`src/event_poll_responder_regs.svh`:
```
// Constants of the event poll responder: codes, lengths, field slices and register offsets.
`ifndef EVENT_POLL_RESPONDER_REGS_SVH
`define EVENT_POLL_RESPONDER_REGS_SVH

// Request field values.
`define EVP_LAYOUT_VERSION  8'h01
`define EVP_OP_NEXT         8'h00
`define EVP_OP_FIRST        8'h01
`define EVP_OP_ACK          8'h02

// Result codes.
`define EVP_RC_SUCCESS      8'h00
`define EVP_RC_BAD_VERSION  8'h81
`define EVP_RC_BAD_EVENT    8'h82

// Special event numbers.
`define EVP_EVN_EMPTY       16'h0000
`define EVP_EVN_ACK_ONLY    16'hFFFF
`define EVP_EVN_FIRST       16'h0001
`define EVP_EVN_LAST        16'hFFFE

// Chunk position codes.
`define EVP_POS_START       8'h00
`define EVP_POS_MIDDLE      8'h01
`define EVP_POS_END         8'h04
`define EVP_POS_SINGLE      8'h05

// Request layout: eight bytes gathered into one 64-bit word, first byte lowest.
`define EVP_REQ_BYTES       4'h8
`define EVP_RQ_VER          7:0
`define EVP_RQ_OP           15:8
`define EVP_RQ_HANDLE       47:16
`define EVP_RQ_ACK          63:48

// Response lengths in bytes.
`define EVP_RESP_ERR        4'h1
`define EVP_RESP_SHORT      4'h4
`define EVP_RESP_FULL       4'hE

// Register byte offsets.
`define EVP_REG_CTRL        8'h00
`define EVP_REG_EVT_TOKEN   8'h04
`define EVP_REG_EVT_SIZE    8'h08
`define EVP_REG_EVT_INFO    8'h0C
`define EVP_REG_EVT_PUSH    8'h10
`define EVP_REG_STATUS      8'h14
`define EVP_REG_LAST_HANDLE 8'h18

// Register fields and reset values.
`define EVP_CTRL_TERMINUS   7:0
`define EVP_INFO_CAT        7:0
`define EVP_INFO_POS        15:8
`define EVP_TERMINUS_RST    8'h00
`define EVP_CAT_RST         8'h00

// Queue and buffer sizes.
`define EVP_QUEUE_DEPTH     4
`define EVP_FIFO_DEPTH      8

`endif

```
`src/event_poll_responder_pkg.sv`:
```
// Types shared by the event poll responder.
package event_poll_responder_pkg;
    typedef enum logic [1:0] {
        S_RECV = 2'b00,
        S_EVAL = 2'b01,
        S_SEND = 2'b10
    } evp_state_t;
endpackage : event_poll_responder_pkg

```
`src/event_poll_responder.sv`:
```
// Event poll responder: request parser, event queue, response framer and its output FIFO.
//
// Our own choices: the placing of the registers and the address-and-strobe port.
`include "event_poll_responder_regs.svh"

// Shift-register FIFO: the head always sits in entry zero, so the outputs are flip-flops.
module evp_fifo #(
    parameter int WIDTH = 9,
    parameter int DEPTH = 8
) (
    input  wire logic             i_clk,
    input  wire logic             i_rst_n,
    input  wire logic             i_in_valid,
    input  wire logic [WIDTH-1:0] i_in_data,
    output logic                  o_in_ready,
    output logic                  o_out_valid,
    output logic      [WIDTH-1:0] o_out_data,
    input  wire logic             i_out_ready
);
    localparam int CW = $clog2(DEPTH + 1);
    logic [WIDTH-1:0] mem_q [DEPTH];
    logic [CW-1:0]    cnt_q;
    logic [CW-1:0]    cnt_d;
    logic             full_q;
    logic             push;
    logic             pop;

    // Push is honest about fullness; a pop in the same cycle does not make room, which keeps ready a flop.
    assign push        = i_in_valid && !full_q;
    assign pop         = o_out_valid && i_out_ready;
    assign cnt_d       = cnt_q + CW'(push) - CW'(pop);
    assign o_in_ready  = !full_q;
    assign o_out_data  = mem_q[0];

    // Count and flags.
    always_ff @(posedge i_clk or negedge i_rst_n) begin
        if (!i_rst_n) begin
            cnt_q       <= '0;
            full_q      <= 1'b0;
            o_out_valid <= 1'b0;
        end else begin
            cnt_q       <= cnt_d;
            full_q      <= (cnt_d == CW'(DEPTH));
            o_out_valid <= (cnt_d != '0);
        end
    end

    // Each entry takes the one above it on a pop, or the new word when it is the write slot.
    for (genvar i = 0; i < DEPTH; i++) begin : g_entry
        logic [WIDTH-1:0] above;
        assign above = (i == DEPTH - 1) ? mem_q[i] : mem_q[(i + 1) % DEPTH];
        always_ff @(posedge i_clk or negedge i_rst_n) begin
            if (!i_rst_n) begin
                mem_q[i] <= '0;
            end else if (push && (cnt_q - CW'(pop)) == CW'(i)) begin
                mem_q[i] <= i_in_data;
            end else if (pop) begin
                mem_q[i] <= above;
            end
        end
    end
endmodule : evp_fifo

// Top: takes an 8-byte poll request, evaluates it against the event queue and frames the response.
module event_poll_responder (
    input  wire logic        i_clk,
    input  wire logic        i_rst_n,
    input  wire logic [7:0]  i_addr,
    input  wire logic [31:0] i_wr_data,
    input  wire logic        i_wr,
    input  wire logic        i_rd,
    output logic      [31:0] o_rd_data,
    input  wire logic        i_req_valid,
    input  wire logic [7:0]  i_req_data,
    output logic             o_req_ready,
    output logic             o_resp_valid,
    output logic      [7:0]  o_resp_data,
    output logic             o_resp_last,
    input  wire logic        i_resp_ready
);
    import event_poll_responder_pkg::*;

    localparam int QD = `EVP_QUEUE_DEPTH;

    evp_state_t  state_q;
    logic [63:0] req_q;
    logic [3:0]  rx_cnt_q;
    logic [7:0]  terminus_q;
    logic [31:0] stage_tok_q;
    logic [31:0] stage_size_q;
    logic [7:0]  stage_cat_q;
    logic [7:0]  stage_pos_q;
    logic [15:0] next_num_q;
    logic [15:0] q_num_q  [QD];
    logic [31:0] q_tok_q  [QD];
    logic [31:0] q_size_q [QD];
    logic [7:0]  q_cat_q  [QD];
    logic [7:0]  q_pos_q  [QD];
    logic [1:0]  head_q;
    logic [2:0]  qcnt_q;
    logic [31:0] last_handle_q;
    logic [7:0]  res_q;
    logic [15:0] evn_q;
    logic [31:0] tok_q;
    logic [7:0]  pos_q;
    logic [7:0]  cat_q;
    logic [31:0] size_q;
    logic [3:0]  len_q;
    logic [3:0]  idx_q;

    // Request decode.
    logic [7:0]  rq_ver;
    logic [7:0]  rq_op;
    logic [15:0] rq_ack;
    logic        take_byte;
    logic        eval;
    logic        ver_ok;
    logic        ack_plain;
    logic        ack_hit;
    logic        ack_bad;
    logic        do_pop;
    logic        eval_ok;
    assign rq_ver    = req_q[`EVP_RQ_VER];
    assign rq_op     = req_q[`EVP_RQ_OP];
    assign rq_ack    = req_q[`EVP_RQ_ACK];
    assign take_byte = i_req_valid && o_req_ready;
    assign eval      = (state_q == S_EVAL);
    assign ver_ok    = (rq_ver == `EVP_LAYOUT_VERSION);
    // A zero ack asks for the first entry and an all-ones ack continues a transfer; neither deletes.
    assign ack_plain = (rq_ack != `EVP_EVN_EMPTY) && (rq_ack != `EVP_EVN_ACK_ONLY);
    assign ack_hit   = ack_plain && (qcnt_q != 3'h0) && (rq_ack == q_num_q[head_q]);
    assign ack_bad   = ack_plain && !ack_hit;
    assign eval_ok   = eval && ver_ok && !ack_bad;
    assign do_pop    = eval_ok && ack_hit;

    // Register bus decode; a push during a pop is absorbed by the shared count update below.
    logic        push;
    logic        q_full;
    logic [1:0]  tail;
    logic [1:0]  head_d;
    logic [2:0]  qcnt_d;
    assign push   = i_wr && (i_addr == `EVP_REG_EVT_PUSH);
    assign q_full = (qcnt_q == 3'(QD));
    assign tail   = head_q + qcnt_q[1:0];
    // When full, a new event overwrites the oldest one rather than being dropped.
    assign head_d = head_q + 2'(do_pop || (push && q_full));
    assign qcnt_d = (push && q_full && !do_pop) ? qcnt_q : qcnt_q + 3'(push) - 3'(do_pop);

    // State seen by the evaluation after any deletion.
    logic [1:0]  head_after;
    logic [2:0]  cnt_after;
    logic [15:0] evn_pick;
    logic [3:0]  len_pick;
    assign head_after = head_q + 2'(do_pop);
    assign cnt_after  = qcnt_q - 3'(do_pop);
    assign evn_pick   = (cnt_after == 3'h0) ? `EVP_EVN_EMPTY :
                        (rq_op == `EVP_OP_ACK) ? `EVP_EVN_ACK_ONLY :
                        q_num_q[head_after];
    assign len_pick   = !eval_ok ? `EVP_RESP_ERR :
                        (evn_pick == `EVP_EVN_EMPTY || evn_pick == `EVP_EVN_ACK_ONLY) ? `EVP_RESP_SHORT :
                        `EVP_RESP_FULL;

    // Response bytes in wire order, every multi-byte field low byte first.
    logic [111:0] resp_vec;
    logic [7:0]   resp_byte;
    logic         fifo_ready;
    logic         send_push;
    logic         send_last;
    assign resp_vec  = {size_q, cat_q, pos_q, tok_q, evn_q, terminus_q, res_q};
    assign resp_byte = resp_vec[{idx_q, 3'b000} +: 8];
    assign send_push = (state_q == S_SEND);
    assign send_last = (idx_q == len_q - 4'h1);

    // Sequencer: receive eight bytes, evaluate once, send the framed answer.
    always_ff @(posedge i_clk or negedge i_rst_n) begin
        if (!i_rst_n) begin
            state_q     <= S_RECV;
            rx_cnt_q    <= 4'h0;
            idx_q       <= 4'h0;
            o_req_ready <= 1'b1;
        end else begin
            case (state_q)
                S_RECV: begin
                    if (take_byte && rx_cnt_q == `EVP_REQ_BYTES - 4'h1) begin
                        state_q     <= S_EVAL;
                        rx_cnt_q    <= 4'h0;
                        o_req_ready <= 1'b0;
                    end else if (take_byte) begin
                        rx_cnt_q <= rx_cnt_q + 4'h1;
                    end
                end
                S_EVAL: begin
                    state_q <= S_SEND;
                    idx_q   <= 4'h0;
                end
                S_SEND: begin
                    if (fifo_ready && send_last) begin
                        state_q     <= S_RECV;
                        o_req_ready <= 1'b1;
                    end else if (fifo_ready) begin
                        idx_q <= idx_q + 4'h1;
                    end
                end
                default: begin
                    state_q     <= S_RECV;
                    o_req_ready <= 1'b1;
                end
            endcase
        end
    end

    // Request bytes shift in from the top, so the first byte lands lowest.
    always_ff @(posedge i_clk or negedge i_rst_n) begin
        if (!i_rst_n) begin
            req_q <= '0;
        end else if (take_byte) begin
            req_q <= {i_req_data, req_q[63:8]};
        end
    end

    // Evaluation latches the answer; a failed request answers with its result code alone.
    always_ff @(posedge i_clk or negedge i_rst_n) begin
        if (!i_rst_n) begin
            res_q  <= `EVP_RC_SUCCESS;
            evn_q  <= `EVP_EVN_EMPTY;
            tok_q  <= '0;
            pos_q  <= `EVP_POS_START;
            cat_q  <= `EVP_CAT_RST;
            size_q <= '0;
            len_q  <= `EVP_RESP_ERR;
        end else if (eval) begin
            res_q  <= !ver_ok ? `EVP_RC_BAD_VERSION : ack_bad ? `EVP_RC_BAD_EVENT : `EVP_RC_SUCCESS;
            evn_q  <= evn_pick;
            tok_q  <= q_tok_q[head_after];
            pos_q  <= q_pos_q[head_after];
            cat_q  <= q_cat_q[head_after];
            size_q <= q_size_q[head_after];
            len_q  <= len_pick;
        end
    end

    // The handle only matters for next-chunk requests, so only those record it.
    always_ff @(posedge i_clk or negedge i_rst_n) begin
        if (!i_rst_n) begin
            last_handle_q <= '0;
        end else if (eval && rq_op == `EVP_OP_NEXT) begin
            last_handle_q <= req_q[`EVP_RQ_HANDLE];
        end
    end

    // Event queue pointers and number allocation; numbers skip zero and all-ones.
    always_ff @(posedge i_clk or negedge i_rst_n) begin
        if (!i_rst_n) begin
            head_q     <= 2'h0;
            qcnt_q     <= 3'h0;
            next_num_q <= `EVP_EVN_FIRST;
        end else begin
            head_q <= head_d;
            qcnt_q <= qcnt_d;
            if (push) begin
                next_num_q <= (next_num_q == `EVP_EVN_LAST) ? `EVP_EVN_FIRST : next_num_q + 16'h0001;
            end
        end
    end

    // Queue entries are written at the tail from the staging registers.
    always_ff @(posedge i_clk) begin
        if (push) begin
            q_num_q[tail]  <= next_num_q;
            q_tok_q[tail]  <= stage_tok_q;
            q_size_q[tail] <= stage_size_q;
            q_cat_q[tail]  <= stage_cat_q;
            q_pos_q[tail]  <= stage_pos_q;
        end
    end

    // Writable registers.
    always_ff @(posedge i_clk or negedge i_rst_n) begin
        if (!i_rst_n) begin
            terminus_q   <= `EVP_TERMINUS_RST;
            stage_tok_q  <= '0;
            stage_size_q <= '0;
            stage_cat_q  <= `EVP_CAT_RST;
            stage_pos_q  <= `EVP_POS_SINGLE;
        end else if (i_wr) begin
            case (i_addr)
                `EVP_REG_CTRL:      terminus_q   <= i_wr_data[`EVP_CTRL_TERMINUS];
                `EVP_REG_EVT_TOKEN: stage_tok_q  <= i_wr_data;
                `EVP_REG_EVT_SIZE:  stage_size_q <= i_wr_data;
                `EVP_REG_EVT_INFO: begin
                    stage_cat_q <= i_wr_data[`EVP_INFO_CAT];
                    stage_pos_q <= i_wr_data[`EVP_INFO_POS];
                end
                default: begin
                end
            endcase
        end
    end

    // Read mux; unmapped addresses read zero.
    logic [31:0] rd_mux;
    assign rd_mux = (i_addr == `EVP_REG_CTRL)        ? {24'h000000, terminus_q} :
                    (i_addr == `EVP_REG_EVT_TOKEN)   ? stage_tok_q :
                    (i_addr == `EVP_REG_EVT_SIZE)    ? stage_size_q :
                    (i_addr == `EVP_REG_EVT_INFO)    ? {16'h0000, stage_pos_q, stage_cat_q} :
                    (i_addr == `EVP_REG_EVT_PUSH)    ? {29'h0, qcnt_q} :
                    (i_addr == `EVP_REG_STATUS)      ? {next_num_q, res_q, 5'h00, qcnt_q} :
                    (i_addr == `EVP_REG_LAST_HANDLE) ? last_handle_q : 32'h00000000;

    // Read data stand only in the cycle after the strobe.
    always_ff @(posedge i_clk or negedge i_rst_n) begin
        if (!i_rst_n) begin
            o_rd_data <= '0;
        end else begin
            o_rd_data <= i_rd ? rd_mux : 32'h00000000;
        end
    end

    // Output buffer; its fullness stalls the sender, so a slow sink backs up to the request port.
    evp_fifo #(
        .WIDTH (9),
        .DEPTH (`EVP_FIFO_DEPTH)
    ) u_fifo (
        .i_clk       (i_clk),
        .i_rst_n     (i_rst_n),
        .i_in_valid  (send_push),
        .i_in_data   ({send_last, resp_byte}),
        .o_in_ready  (fifo_ready),
        .o_out_valid (o_resp_valid),
        .o_out_data  ({o_resp_last, o_resp_data}),
        .i_out_ready (i_resp_ready)
    );
endmodule : event_poll_responder

```
`config.mk`:
```
export PLATFORM = sky130hd
export DESIGN_NAME = event_poll_responder
export DESIGN_NICKNAME = d
export VERILOG_FILES = /design/src/event_poll_responder_pkg.sv /design/src/event_poll_responder.sv
export VERILOG_INCLUDE_DIRS = /design/src
export SDC_FILE = /design/constraint.sdc
export NUM_CORES = 1
export LEC_CHECK = 0
export BUFFER_PORTS_ARGS = -buffer_cell sky130_fd_sc_hd__buf_2
export CAP_MARGIN = 20
export CORE_AREA = 4 4 306 308
export DETAILED_ROUTE_END_ITERATION = 8
export DIE_AREA = 0 0 310 312
export PLACE_DENSITY = 0.63
export SLEW_MARGIN = 20
export SYNTH_ARGS = -nofsm -noshare
export SYNTH_HDL_FRONTEND = slang
export SYNTH_SLANG_ARGS = --single-unit
export TNS_END_PERCENT = 20
```
`constraint.sdc`:
```
create_clock -name i_clk -period 11.4 [get_ports i_clk]
set_clock_uncertainty 0.05 [all_clocks]
set_input_delay 1.14 -clock i_clk [delete_from_list [all_inputs] [get_ports i_clk]]
set_output_delay 1.14 -clock i_clk [all_outputs]
set_load 0.05 [all_outputs]
```
Word level (Yosys, flattened, before mapping)
Memories as Yosys holds them, arrays and structs flattened. A register that Yosys moved wholly into a read port is not among the register bits.
Index checks and enable logic that the tools add are counted.
{"block": "word_totals", "mem_bits_rw": 384, "inputBits": 54, "mem_count": 5, "out_inout_bits": 43, "regBits": 354}
{"memory": "q_size_q", "depth": 4, "word_bits": 32, "rd": 1, "rd_clocked_by_memory_dff": 1, "write_ports": 1, "line_no": "event_poll_responder.sv:96", "text": "logic [31:0] q_size_q [QD];"}
{"memory": "q_tok_q", "depth": 4, "word_bits": 32, "rd": 1, "rd_clocked_by_memory_dff": 1, "write_ports": 1, "line_no": "event_poll_responder.sv:95", "text": "logic [31:0] q_tok_q [QD];"}
{"memory": "q_num_q", "depth": 4, "word_bits": 16, "rd": 2, "rd_clocked_by_memory_dff": 0, "write_ports": 1, "line_no": "event_poll_responder.sv:94", "text": "logic [15:0] q_num_q [QD];"}
{"memory": "q_cat_q", "depth": 4, "word_bits": 8, "rd": 1, "rd_clocked_by_memory_dff": 1, "write_ports": 1, "line_no": "event_poll_responder.sv:97", "text": "logic [7:0] q_cat_q [QD];"}
{"memory": "q_pos_q", "depth": 4, "word_bits": 8, "rd": 1, "rd_clocked_by_memory_dff": 1, "write_ports": 1, "line_no": "event_poll_responder.sv:98", "text": "logic [7:0] q_pos_q [QD];"}
{"block": "classes", "addsub": 13, "eq_ne": 29, "n_mux": 42, "n_shift": 1, "bitwise_logic": 1, "reduce_logical": 60}
{"operator": "two-way mux 32 bit", "count": 8}
{"operator": "two-way mux 9 bit", "count": 14}
{"operator": "indexed part select 112 x 8 -> 8 bit", "count": 1}
{"operator": "two-way mux 16 bit", "count": 3}
{"operator": "== test 16 bit (second input constant)", "count": 2}
{"operator": "== test 8 x 5 -> 1 bit (second input constant)", "count": 3}
{"operator": "logical AND 1 bit", "count": 24}
{"operator": "two-way mux 4 bit", "count": 6}
{"operator": "== test 4 x 3 -> 1 bit (second input constant)", "count": 5}
{"operator": "nonzero test 2 bit", "count": 9}
{"operator": "adder 16 x 1 -> 16 bit (second input constant)", "count": 1}
{"operator": "== test 16 bit", "count": 1}
{"operator": "== test 8 x 4 -> 1 bit (second input constant)", "count": 2}
{"operator": "zero test 16 bit", "count": 1}
{"operator": "zero test 8 bit", "count": 2}
{"operator": "two-way mux 8 bit", "count": 2}
{"operator": "inequality test 16 bit (second input constant)", "count": 1}
{"operator": "nonzero test 16 bit", "count": 1}
{"operator": "AND reduction 2 bit", "count": 6}
{"operator": "adder 4 x 1 -> 4 bit (second input constant)", "count": 2}
{"operator": "== test 4 x 2 -> 1 bit (second input constant)", "count": 2}
{"operator": "== test 8 x 1 -> 1 bit (second input constant)", "count": 1}
{"operator": "== test 8 x 2 -> 1 bit (second input constant)", "count": 1}
{"operator": "== test 8 x 3 -> 1 bit (second input constant)", "count": 1}
{"operator": "28 further kinds", "count": 47}

Logic depth before layout (Yosys ltp)
Gate-level depths: netlist of run 1.
An unclocked memory read counts as a cell.
{"block": "logic_depth", "ltp_word": 17, "depth_mapped": 17, "ltp_nobuf": 15}

Hierarchy
A second synthesis of run 1 with hierarchy kept.
{"block": "hier_totals", "cells_unflattened": 2155, "area_unflattened_um2": 33796.2}
{"module": "event_poll_responder", "area_per_inst_um2": 29834.9, "seq_area_each_um2": 20295.7, "cells_per_inst": 1849, "n_inst": 1}
{"module": "evp_fifo", "area_per_inst_um2": 3961.3, "seq_area_each_um2": 1951.9, "cells_per_inst": 306, "n_inst": 1}

Worst setup path before layout of run 1
OpenSTA, ideal clock, no wires.
{"block": "synth_timing", "path_kind": "input port to flip-flop", "from": "input i_addr[5]", "to": "memory q_cat_q[3][0], enable pin", "path_slack_ps": 1418, "n_path_buf": 1, "t_arrival_ps": 9243, "setup_time_ps": 688, "cell_stages": 6, "required_time_ps": 10662, "cell_sequence": "nor3_1 and4b_1 and2_1 inv_1 buf_1 nor3b_1"}
{"block": "synth_via", "elab_chain_cells": 4}
{"element": "start: declaration", "line_no": "event_poll_responder.sv:68", "text": "input wire logic [7:0] i_addr,"}
{"element": "== test 8 x 5 -> 1 bit (no line)"}
{"element": "logical AND 1 bit", "line_no": "event_poll_responder.sv:142", "text": "assign push = i_wr && (i_addr == `EVP_REG_EVT_PUSH);"}
{"element": "two-way mux 1 bit", "line_no": "event_poll_responder.sv:268", "text": "if (push) begin"}
{"element": "two-way mux 1 bit (not written as such)", "line_no": "event_poll_responder.sv:272", "text": "q_cat_q[tail] <= stage_cat_q;"}
{"element": "end: declaration", "line_no": "event_poll_responder.sv:97"}
Every way passes these cells.

Final worst setup path of run 1
{"block": "layout_timing", "from": "register state_q[1]", "to": "register len_q[1]"}
{"block": "layout_via", "elab_chain_cells": 12, "word_cells_on_any_way": 15, "cone_classes": "add/sub (2); eq/ne (2); mux (4); reduce/logical (6); memory (1)"}
{"element": "start: declaration", "line_no": "event_poll_responder.sv:85", "text": "evp_state_t state_q;"}
{"element": "start signal: assignment", "line_no": "event_poll_responder.sv:177", "text": "state_q <= S_RECV;"}
{"element": "start signal: assignment", "line_no": "event_poll_responder.sv:185", "text": "state_q <= S_EVAL;"}
{"element": "start signal: assignment", "line_no": "event_poll_responder.sv:193", "text": "state_q <= S_SEND;"}
{"element": "== test 2 x 1 -> 1 bit *", "line_no": "event_poll_responder.sv:127", "text": "assign eval = (state_q == S_EVAL);"}
{"element": "logical AND 1 bit (2 in series)", "line_no": "event_poll_responder.sv:133", "text": "assign eval_ok = eval && ver_ok && !ack_bad;"}
{"element": "logical AND 1 bit", "line_no": "event_poll_responder.sv:134", "text": "assign do_pop = eval_ok && ack_hit;"}
{"element": "adder 2 x 1 -> 2 bit", "line_no": "event_poll_responder.sv:154", "text": "assign head_after = head_q + 2'(do_pop);"}
{"element": "memory read (4 x 16 bit)"}
{"element": "two-way mux 16 bit", "line_no": "event_poll_responder.sv:157", "text": "(rq_op == `EVP_OP_ACK) ? `EVP_EVN_ACK_ONLY :"}
{"element": "two-way mux 16 bit", "line_no": "event_poll_responder.sv:156", "text": "assign evn_pick = (cnt_after == 3'h0) ? `EVP_EVN_EMPTY :"}
{"element": "== test 16 bit (no line) or zero test 16 bit (tied branches)"}
{"element": "logical OR 1 bit (no line)"}
{"element": "two-way mux 4 bit (no line) (2 in series)"}
{"element": "end signal: assignment", "line_no": "event_poll_responder.sv:230", "text": "len_q <= `EVP_RESP_ERR;"}
{"element": "end signal: assignment", "line_no": "event_poll_responder.sv:238", "text": "len_q <= len_pick;"}
{"element": "end: declaration", "line_no": "event_poll_responder.sv:108", "text": "logic [3:0] len_q;"}
Every way passes the cells marked *; elsewhere a longest branch is shown, timed or not.
A chain may end at the register's enable or synchronous reset.

==> run metrics, run 1 <==
status complete, no violations; RR Startpoint state_q[1]; Max transition margin 25.4%; DR vias/cell 5.49; die area 96700 um^2; fmax 176 MHz; CP endpoint kind register; final hold violation count 0; Final Power 7770 uW; post-CTS sizing 0; Die Span X 310 um; core area 91100 um^2; WL per Instance 24.2 um; R2R setup slack 5720 ps; vias in the first global route 19393; Syn Inst Count 2048; final period utilization 49.8%; CTS tree built; CP max-delay cell buf_4; HPWL Detailed 54100 um; HP Class register to register; DR iter-0 viols 1387; CTS buffer count 88; synthesized area 33400 um^2; Vias 18788; CTS Buffer Depth 3; clock transition at the registers of the reported paths 60 ps; row count 111; power per cell area 204 nW/um^2; Avg Cell Area, Syn 16.3 um^2; global route overflow 0; Yosys reg bits 812; library cells used by synthesis 63; largest net degree at the start of global routing 141; Main synth FF type dfrtp_1; CP max stage delay 770 ps; WP data arrival 6140 ps; Seq/Total Area, Yosys 66.7%; clk_lat worst skew 640 ps; post-CTS setup buffer count 0; max-cap viol count 0; Initial Util 36.6%; H-tree depth 3; Setup CP Type register to register; final wirelength 82700 um; I/O pin count 97; commonest non-fill, non-tap cell in the layout dfrtp_1; DRC 0; clk root buf clkbuf_16; most frequent cells in the layout dfrtp_1, edfxtp_1, mux2_2; startpoint types register; crit path time final 5680 ps; Post-synth EDFFs 384; clk sink count 812; Req. time, crit path 11860 ps; Hold Path Sink req_q[3]; Crit path buffers/inverters 4; hold buffer count at CTS 0; detailed-router iteration count before antenna repair 6; input/output buffers 96; Synth async-reset ratio 52.7%; GRT Total Usage 17.1%; peak supply drop 116 uV; Final ANT Viol Nets 0; crit path from state_q[1]; initial antenna violation count 4; yosys warns 0; first-pass GRT wire length 126000 um; RSZ-0062 raised after global routing no; Syn Nets 2125; Hold Path Origin req_q[3]; setup_tns 0 ps; actual slew at the worst max-slew pin 1120 ps; Final GP Congestion 0.880; CP Max Fanout 50; reg2reg path depth 16; Layout Nets 2235; FF-to-FF End len_q[1]; Min-Delay Path Depth 2; layout cells sized above 1 31.9%; Area growth, synth to finish 14.2%; # setup viols final 0; die height 312 um; critical path's top delay family simple AND/OR/NAND/NOR gates; Slew Limit Fails 0; Pleak 0.0150 uW; crit path cell chain inv_1, ha_4, buf_4, nand4b_1, nand2b_1, nor3_1, nand3_2, inv_1, ha_4, buf_4, mux4_2, nor2_1, nor4b_1, nand4_1, a21oi_1, a311oi_2
==> power by group <==
group / switching [uW] / internal [uW] / total, uW
Combinational: 543 / 552 / 1090
Sequential: 392 / 3480 / 3870
Clock: 1180 / 1630 / 2800
==> metrics by stage <==
stage	std cells	worst slack (ps)	hold slack (ps)	util, %	instance area (um^2)
after detailed placement	3254	5400	424	38.7	35200
after floorplan	2048	1420	388	-	33400
after global routing	3418	5270	455	41.8	38100
after global placement	3254	5440	398	38.7	35200
after CTS	3418	5420	431	41.8	38100
final	3421	5720	433	41.8	38100
==> kinds of logic after synthesis <==
family	Yosys count	synth area share, %
muxes	470	20.0
buffers and inverters	153	1.85
DFF	812	66.7
xor gates and xnor gates	45	1.20
AOI/OAI and AO/OA	269	5.23
and+or+nand+nor	276	4.15
adders and majority gates	23	0.908
==> worst max path at each step <==
stage               endpoint  slack, ps  depth (start not counted)
5_1_grt             len_q[1]       5270                         16
3_3_place_gp        len_q[1]       5440                         14
3_5_place_dp        len_q[1]       5400                         14
2_1_floorplan  q_cat_q[3][0]       1420                          6
4_1_cts             len_q[1]       5420                         14
6_report            len_q[1]       5720                         16
==> cell usage after synthesis (4+ instances only) <==
cell type | n | area share (%)
a211oi_1 | 20 | 0.45
a21oi_1 | 57 | 0.86
a221oi_1 | 8 | 0.21
a222oi_1 | 5 | 0.15
a22oi_1 | 50 | 1.1
a311o_1 | 4 | 0.12
and2_1 | 31 | 0.58
buf_1 | 21 | 0.24
buf_2 | 12 | 0.18
clkbuf_1 | 74 | 0.83
dfrtp_1 | 423 | 32
dfstp_2 | 5 | 0.39
edfxtp_1 | 384 | 35
ha_1 | 21 | 0.79
inv_1 | 43 | 0.48
mux2_2 | 293 | 9.9
mux2i_1 | 50 | 1.5
mux4_2 | 127 | 8.6
nand2_1 | 85 | 0.96
nand2b_1 | 5 | 0.094
nand3_1 | 16 | 0.24
nand4_1 | 17 | 0.32
nor2_1 | 58 | 0.65
nor2b_1 | 7 | 0.13
nor3_1 | 16 | 0.24
nor3b_1 | 4 | 0.090
nor4_1 | 11 | 0.21
o211ai_1 | 11 | 0.25
o21ai_0 | 77 | 1.2
o221ai_1 | 7 | 0.18
o22ai_1 | 4 | 0.075
o31ai_1 | 5 | 0.11
or3_1 | 4 | 0.075
xnor2_1 | 32 | 0.84
xor2_1 | 12 | 0.32
==> layout make-up <==
class                   instances  area, um^2
diodes                          3        7.51
clock buffers                 120        2480
clock inverters                44         383
fillers                      8164       53000
inverters                      43         161
multi-input cells            1083       10600
flip-flops and latches        812       22300
well taps                    1186        1480
repair buffers                130         758
==> metal layers <==
metal,wire (um),GRT usage (%),vias to the layer above
met5,13,0,-
met4,1990,4.46,2
met3,5370,3.08,140
met2,41200,28.8,644
met1,34100,23.1,9891
li1,-,-,8111
==> worst min-delay path, stage by stage (launching register included) <==
cell and delay [ps]:
dfrtp_1 340, nand2_1 50, o21ai_0 60
==> registers in the layout, summed over array words and instances, names as in the netlist, 8 cells and up <==
register              count
cat_q                     8
evn_q                    16
last_handle_q            32
next_num_q               16
o_rd_data                32
pos_q                     8
q_cat_q                  32
q_num_q                  64
q_pos_q                  32
q_size_q                128
q_tok_q                 128
req_q                    64
size_q                   32
stage_cat_q               8
stage_pos_q               8
stage_size_q             32
stage_tok_q              32
terminus_q                8
tok_q                    32
u_fifo.g_entry.above     63
u_fifo.o_out_data         9
Note: power is estimated with default switching activity, not from simulation.
==> run 2, diff against run 1 <==
- clock period: 11.4 -> 5.95 ns (I/O delays scaled with it)
==> run 2 against run 1 <==
Against the previous run: the run now ends with hold timing left; via count is 0.69% lower; combinational power grew 94%; sequential power grew 93%; register-to-register slack worse by 4800 ps; sequential cell count did not move; global-route usage shrank 0.052 points; non-clock buffer count grew 3; die area unchanged; sequential share of layout area fell by 0.37 points; final cell count is 0.12% higher; final area up 0.63%; fmax grew 12%; largest cell class unchanged.
==> run metrics, run 2 (synthesized netlist as in run 1, its figures left out) <==
status finished with violations; failing checks hold timing; Pleak 0.0151 uW (+0.70%); CTS Buffer Depth 3 (unchanged); RSZ-0062 raised after global routing no; Int Power 10900 uW (+93%); CTS buffer count 88 (unchanged); DR iter-0 viols 1456 (+5.0%); clk sink count 812 (unchanged); Die Span X 310 um (unchanged); CP endpoint kind register; crit path from head_q[0]; input/output buffers 96 (unchanged); final hold violation count 18 (+18); worst hold slack -54.4 ps (-488 ps); reg2reg path depth 14 (-2); DR vias/cell 5.45 (-0.81%); Vias 18658 (-0.69%); die area 96700 um^2 (unchanged); Layout Nets 2238 (+0.13%); Initial Util 36.6% (unchanged); fill cell count 8060 (-1.3%); Switch Pwr 4170 uW (+98%); clk_lat worst skew 670 ps (+30 ps); hold buffer count at CTS 0 (unchanged); post-detailed-placement cell area 35300 um^2 (+0.31%); core area 91100 um^2 (unchanged); # setup viols final 0 (unchanged); Final ANT Viol Nets 0 (unchanged); clock share of power 36.6% (+0.5 points); Max transition margin 24.6% (-0.74 points); HP Class primary input to async pin; dpl ws 912 ps (-4490 ps); crit path time final 5080 ps (-607 ps); R2R setup slack 870 ps (-4840 ps); sw frac 27.6% (+0.46 points); global route overflow 0 (unchanged); Slew Limit Fails 0 (unchanged); Regs by FF count q_size_q x128, q_tok_q x128; final instance area 38300 um^2 (+0.63%); Final GP Congestion 0.854 (-3.0%); multi-input logic area 10600 um^2 (+0.14%); die height 312 um (unchanged); post-CTS setup buffer count 0 (unchanged); actual slew at the worst max-slew pin 1130 ps (+11.0 ps); peak supply drop 239 uV (+110%); clock transition at the registers of the reported paths 60 ps (about the same); RR Startpoint head_q[0]; clk root buf clkbuf_16; Area growth, synth to finish 15.0%; Setup CP Type register to register; HPWL Detailed 54000 um (-0.19%); I/O pin count 97 (unchanged); initial antenna violation count 2 (-2); post-CTS sizing 0 (unchanged); setup_tns 0 ps (unchanged); fmax 197 MHz (+12%); row count 111 (unchanged); Final Power 15100 uW (+94%); final setup margin 874 ps (-4840 ps); FF-to-FF End len_q[1]; Req. time, crit path 6430 ps (-5430 ps); startpoint types register; final period utilization 85.3% (+35 points); detailed-router iteration count before antenna repair 5 (-1); Logic pwr share 14.0% (about the same); DRC 0 (unchanged); WL per Instance 24.2 um (about the same); WP data arrival 5560 ps (-580 ps); CTS tree built; first-pass GRT wire length 125000 um (-0.34%); CP Max Fanout 21 (-58%); GRT Total Usage 17.1% (-0.052 points); most frequent cells in the layout dfrtp_1, edfxtp_1, mux2_2; largest net degree at the start of global routing 161 (+14%); commonest non-fill, non-tap cell in the layout dfrtp_1; H-tree depth 3 (unchanged); power per cell area 394 nW/um^2 (+93%); vias in the first global route 19481 (+0.45%); Seq pwr share 49.4% (-0.4 points); layout cells sized above 1 32.5% (+0.51 points); final wirelength 82800 um (+0.12%); max-cap viol count 0 (unchanged); register area 22200 um^2 (about the same)
==> run 2: cell types whose count changed in the layout (fill, tap and decap cells not counted), sizes merged <==
cell	before	now
buf	130	133
clkinv	32	38
bufinv	4	7
clkinvlp	1	6
diode	3	2
clkbuf	120	108
==> run 2: power by group through the flow <==
stage	Clock, uW	Sequential, uW	Combinational (uW)
finish	5530	7450	2110
floorplan	0	7200	1540
global route	5880	7530	2320
detailed placement	0	7560	2130
global placement	0	7530	2040
CTS	5650	7460	2140
==> run 2: critical path, stage by stage (launching register included) <==
cell and delay, ps:
dfrtp_1 870, mux4_2 600, xnor2_1 160, nand4_1 170, nor4_2 420, nand3_2 280, inv_1 210, ha_4 170
xor2_4 630, mux4_2 450, nor2_1 170, nor4b_1 290, nand4_1 170, a21oi_1 210, a311oi_2 70
==> run 2: cell type report <==
class / instances / share of cell area, %
diodes: 2 / 0.0131
clock buffers: 108 / 6.20
clock inverters: 58 / 1.61
inverters: 43 / 0.421
multi-input cells: 1083 / 27.6
flip-flops and latches: 812 / 58.0
well taps: 1186 / 3.87
repair buffers: 133 / 2.23
==> run 2: worst max path at each step <==
stage,to,depth (start not counted)
floorplan,q_cat_q[3][0],6
global placement,len_q[1],14
detailed placement,len_q[1],14
CTS,len_q[1],14
global route,len_q[1],14
finish,len_q[1],14
==> run 2: per-layer routing <==
layer,GRT usage [%],wire [um]
met3,2.83,4910
met5,0,0
met1,22.8,34500
met4,5.75,2570
met2,28.5,40800
==> run 2: metrics by stage <==
step | util, % | instances
after floorplan | - | 2048
after global placement | 38.8 | 3256
after detailed placement | 38.8 | 3257
after CTS | 42.1 | 3423
after global routing | 42.1 | 3423
final | 42.1 | 3425
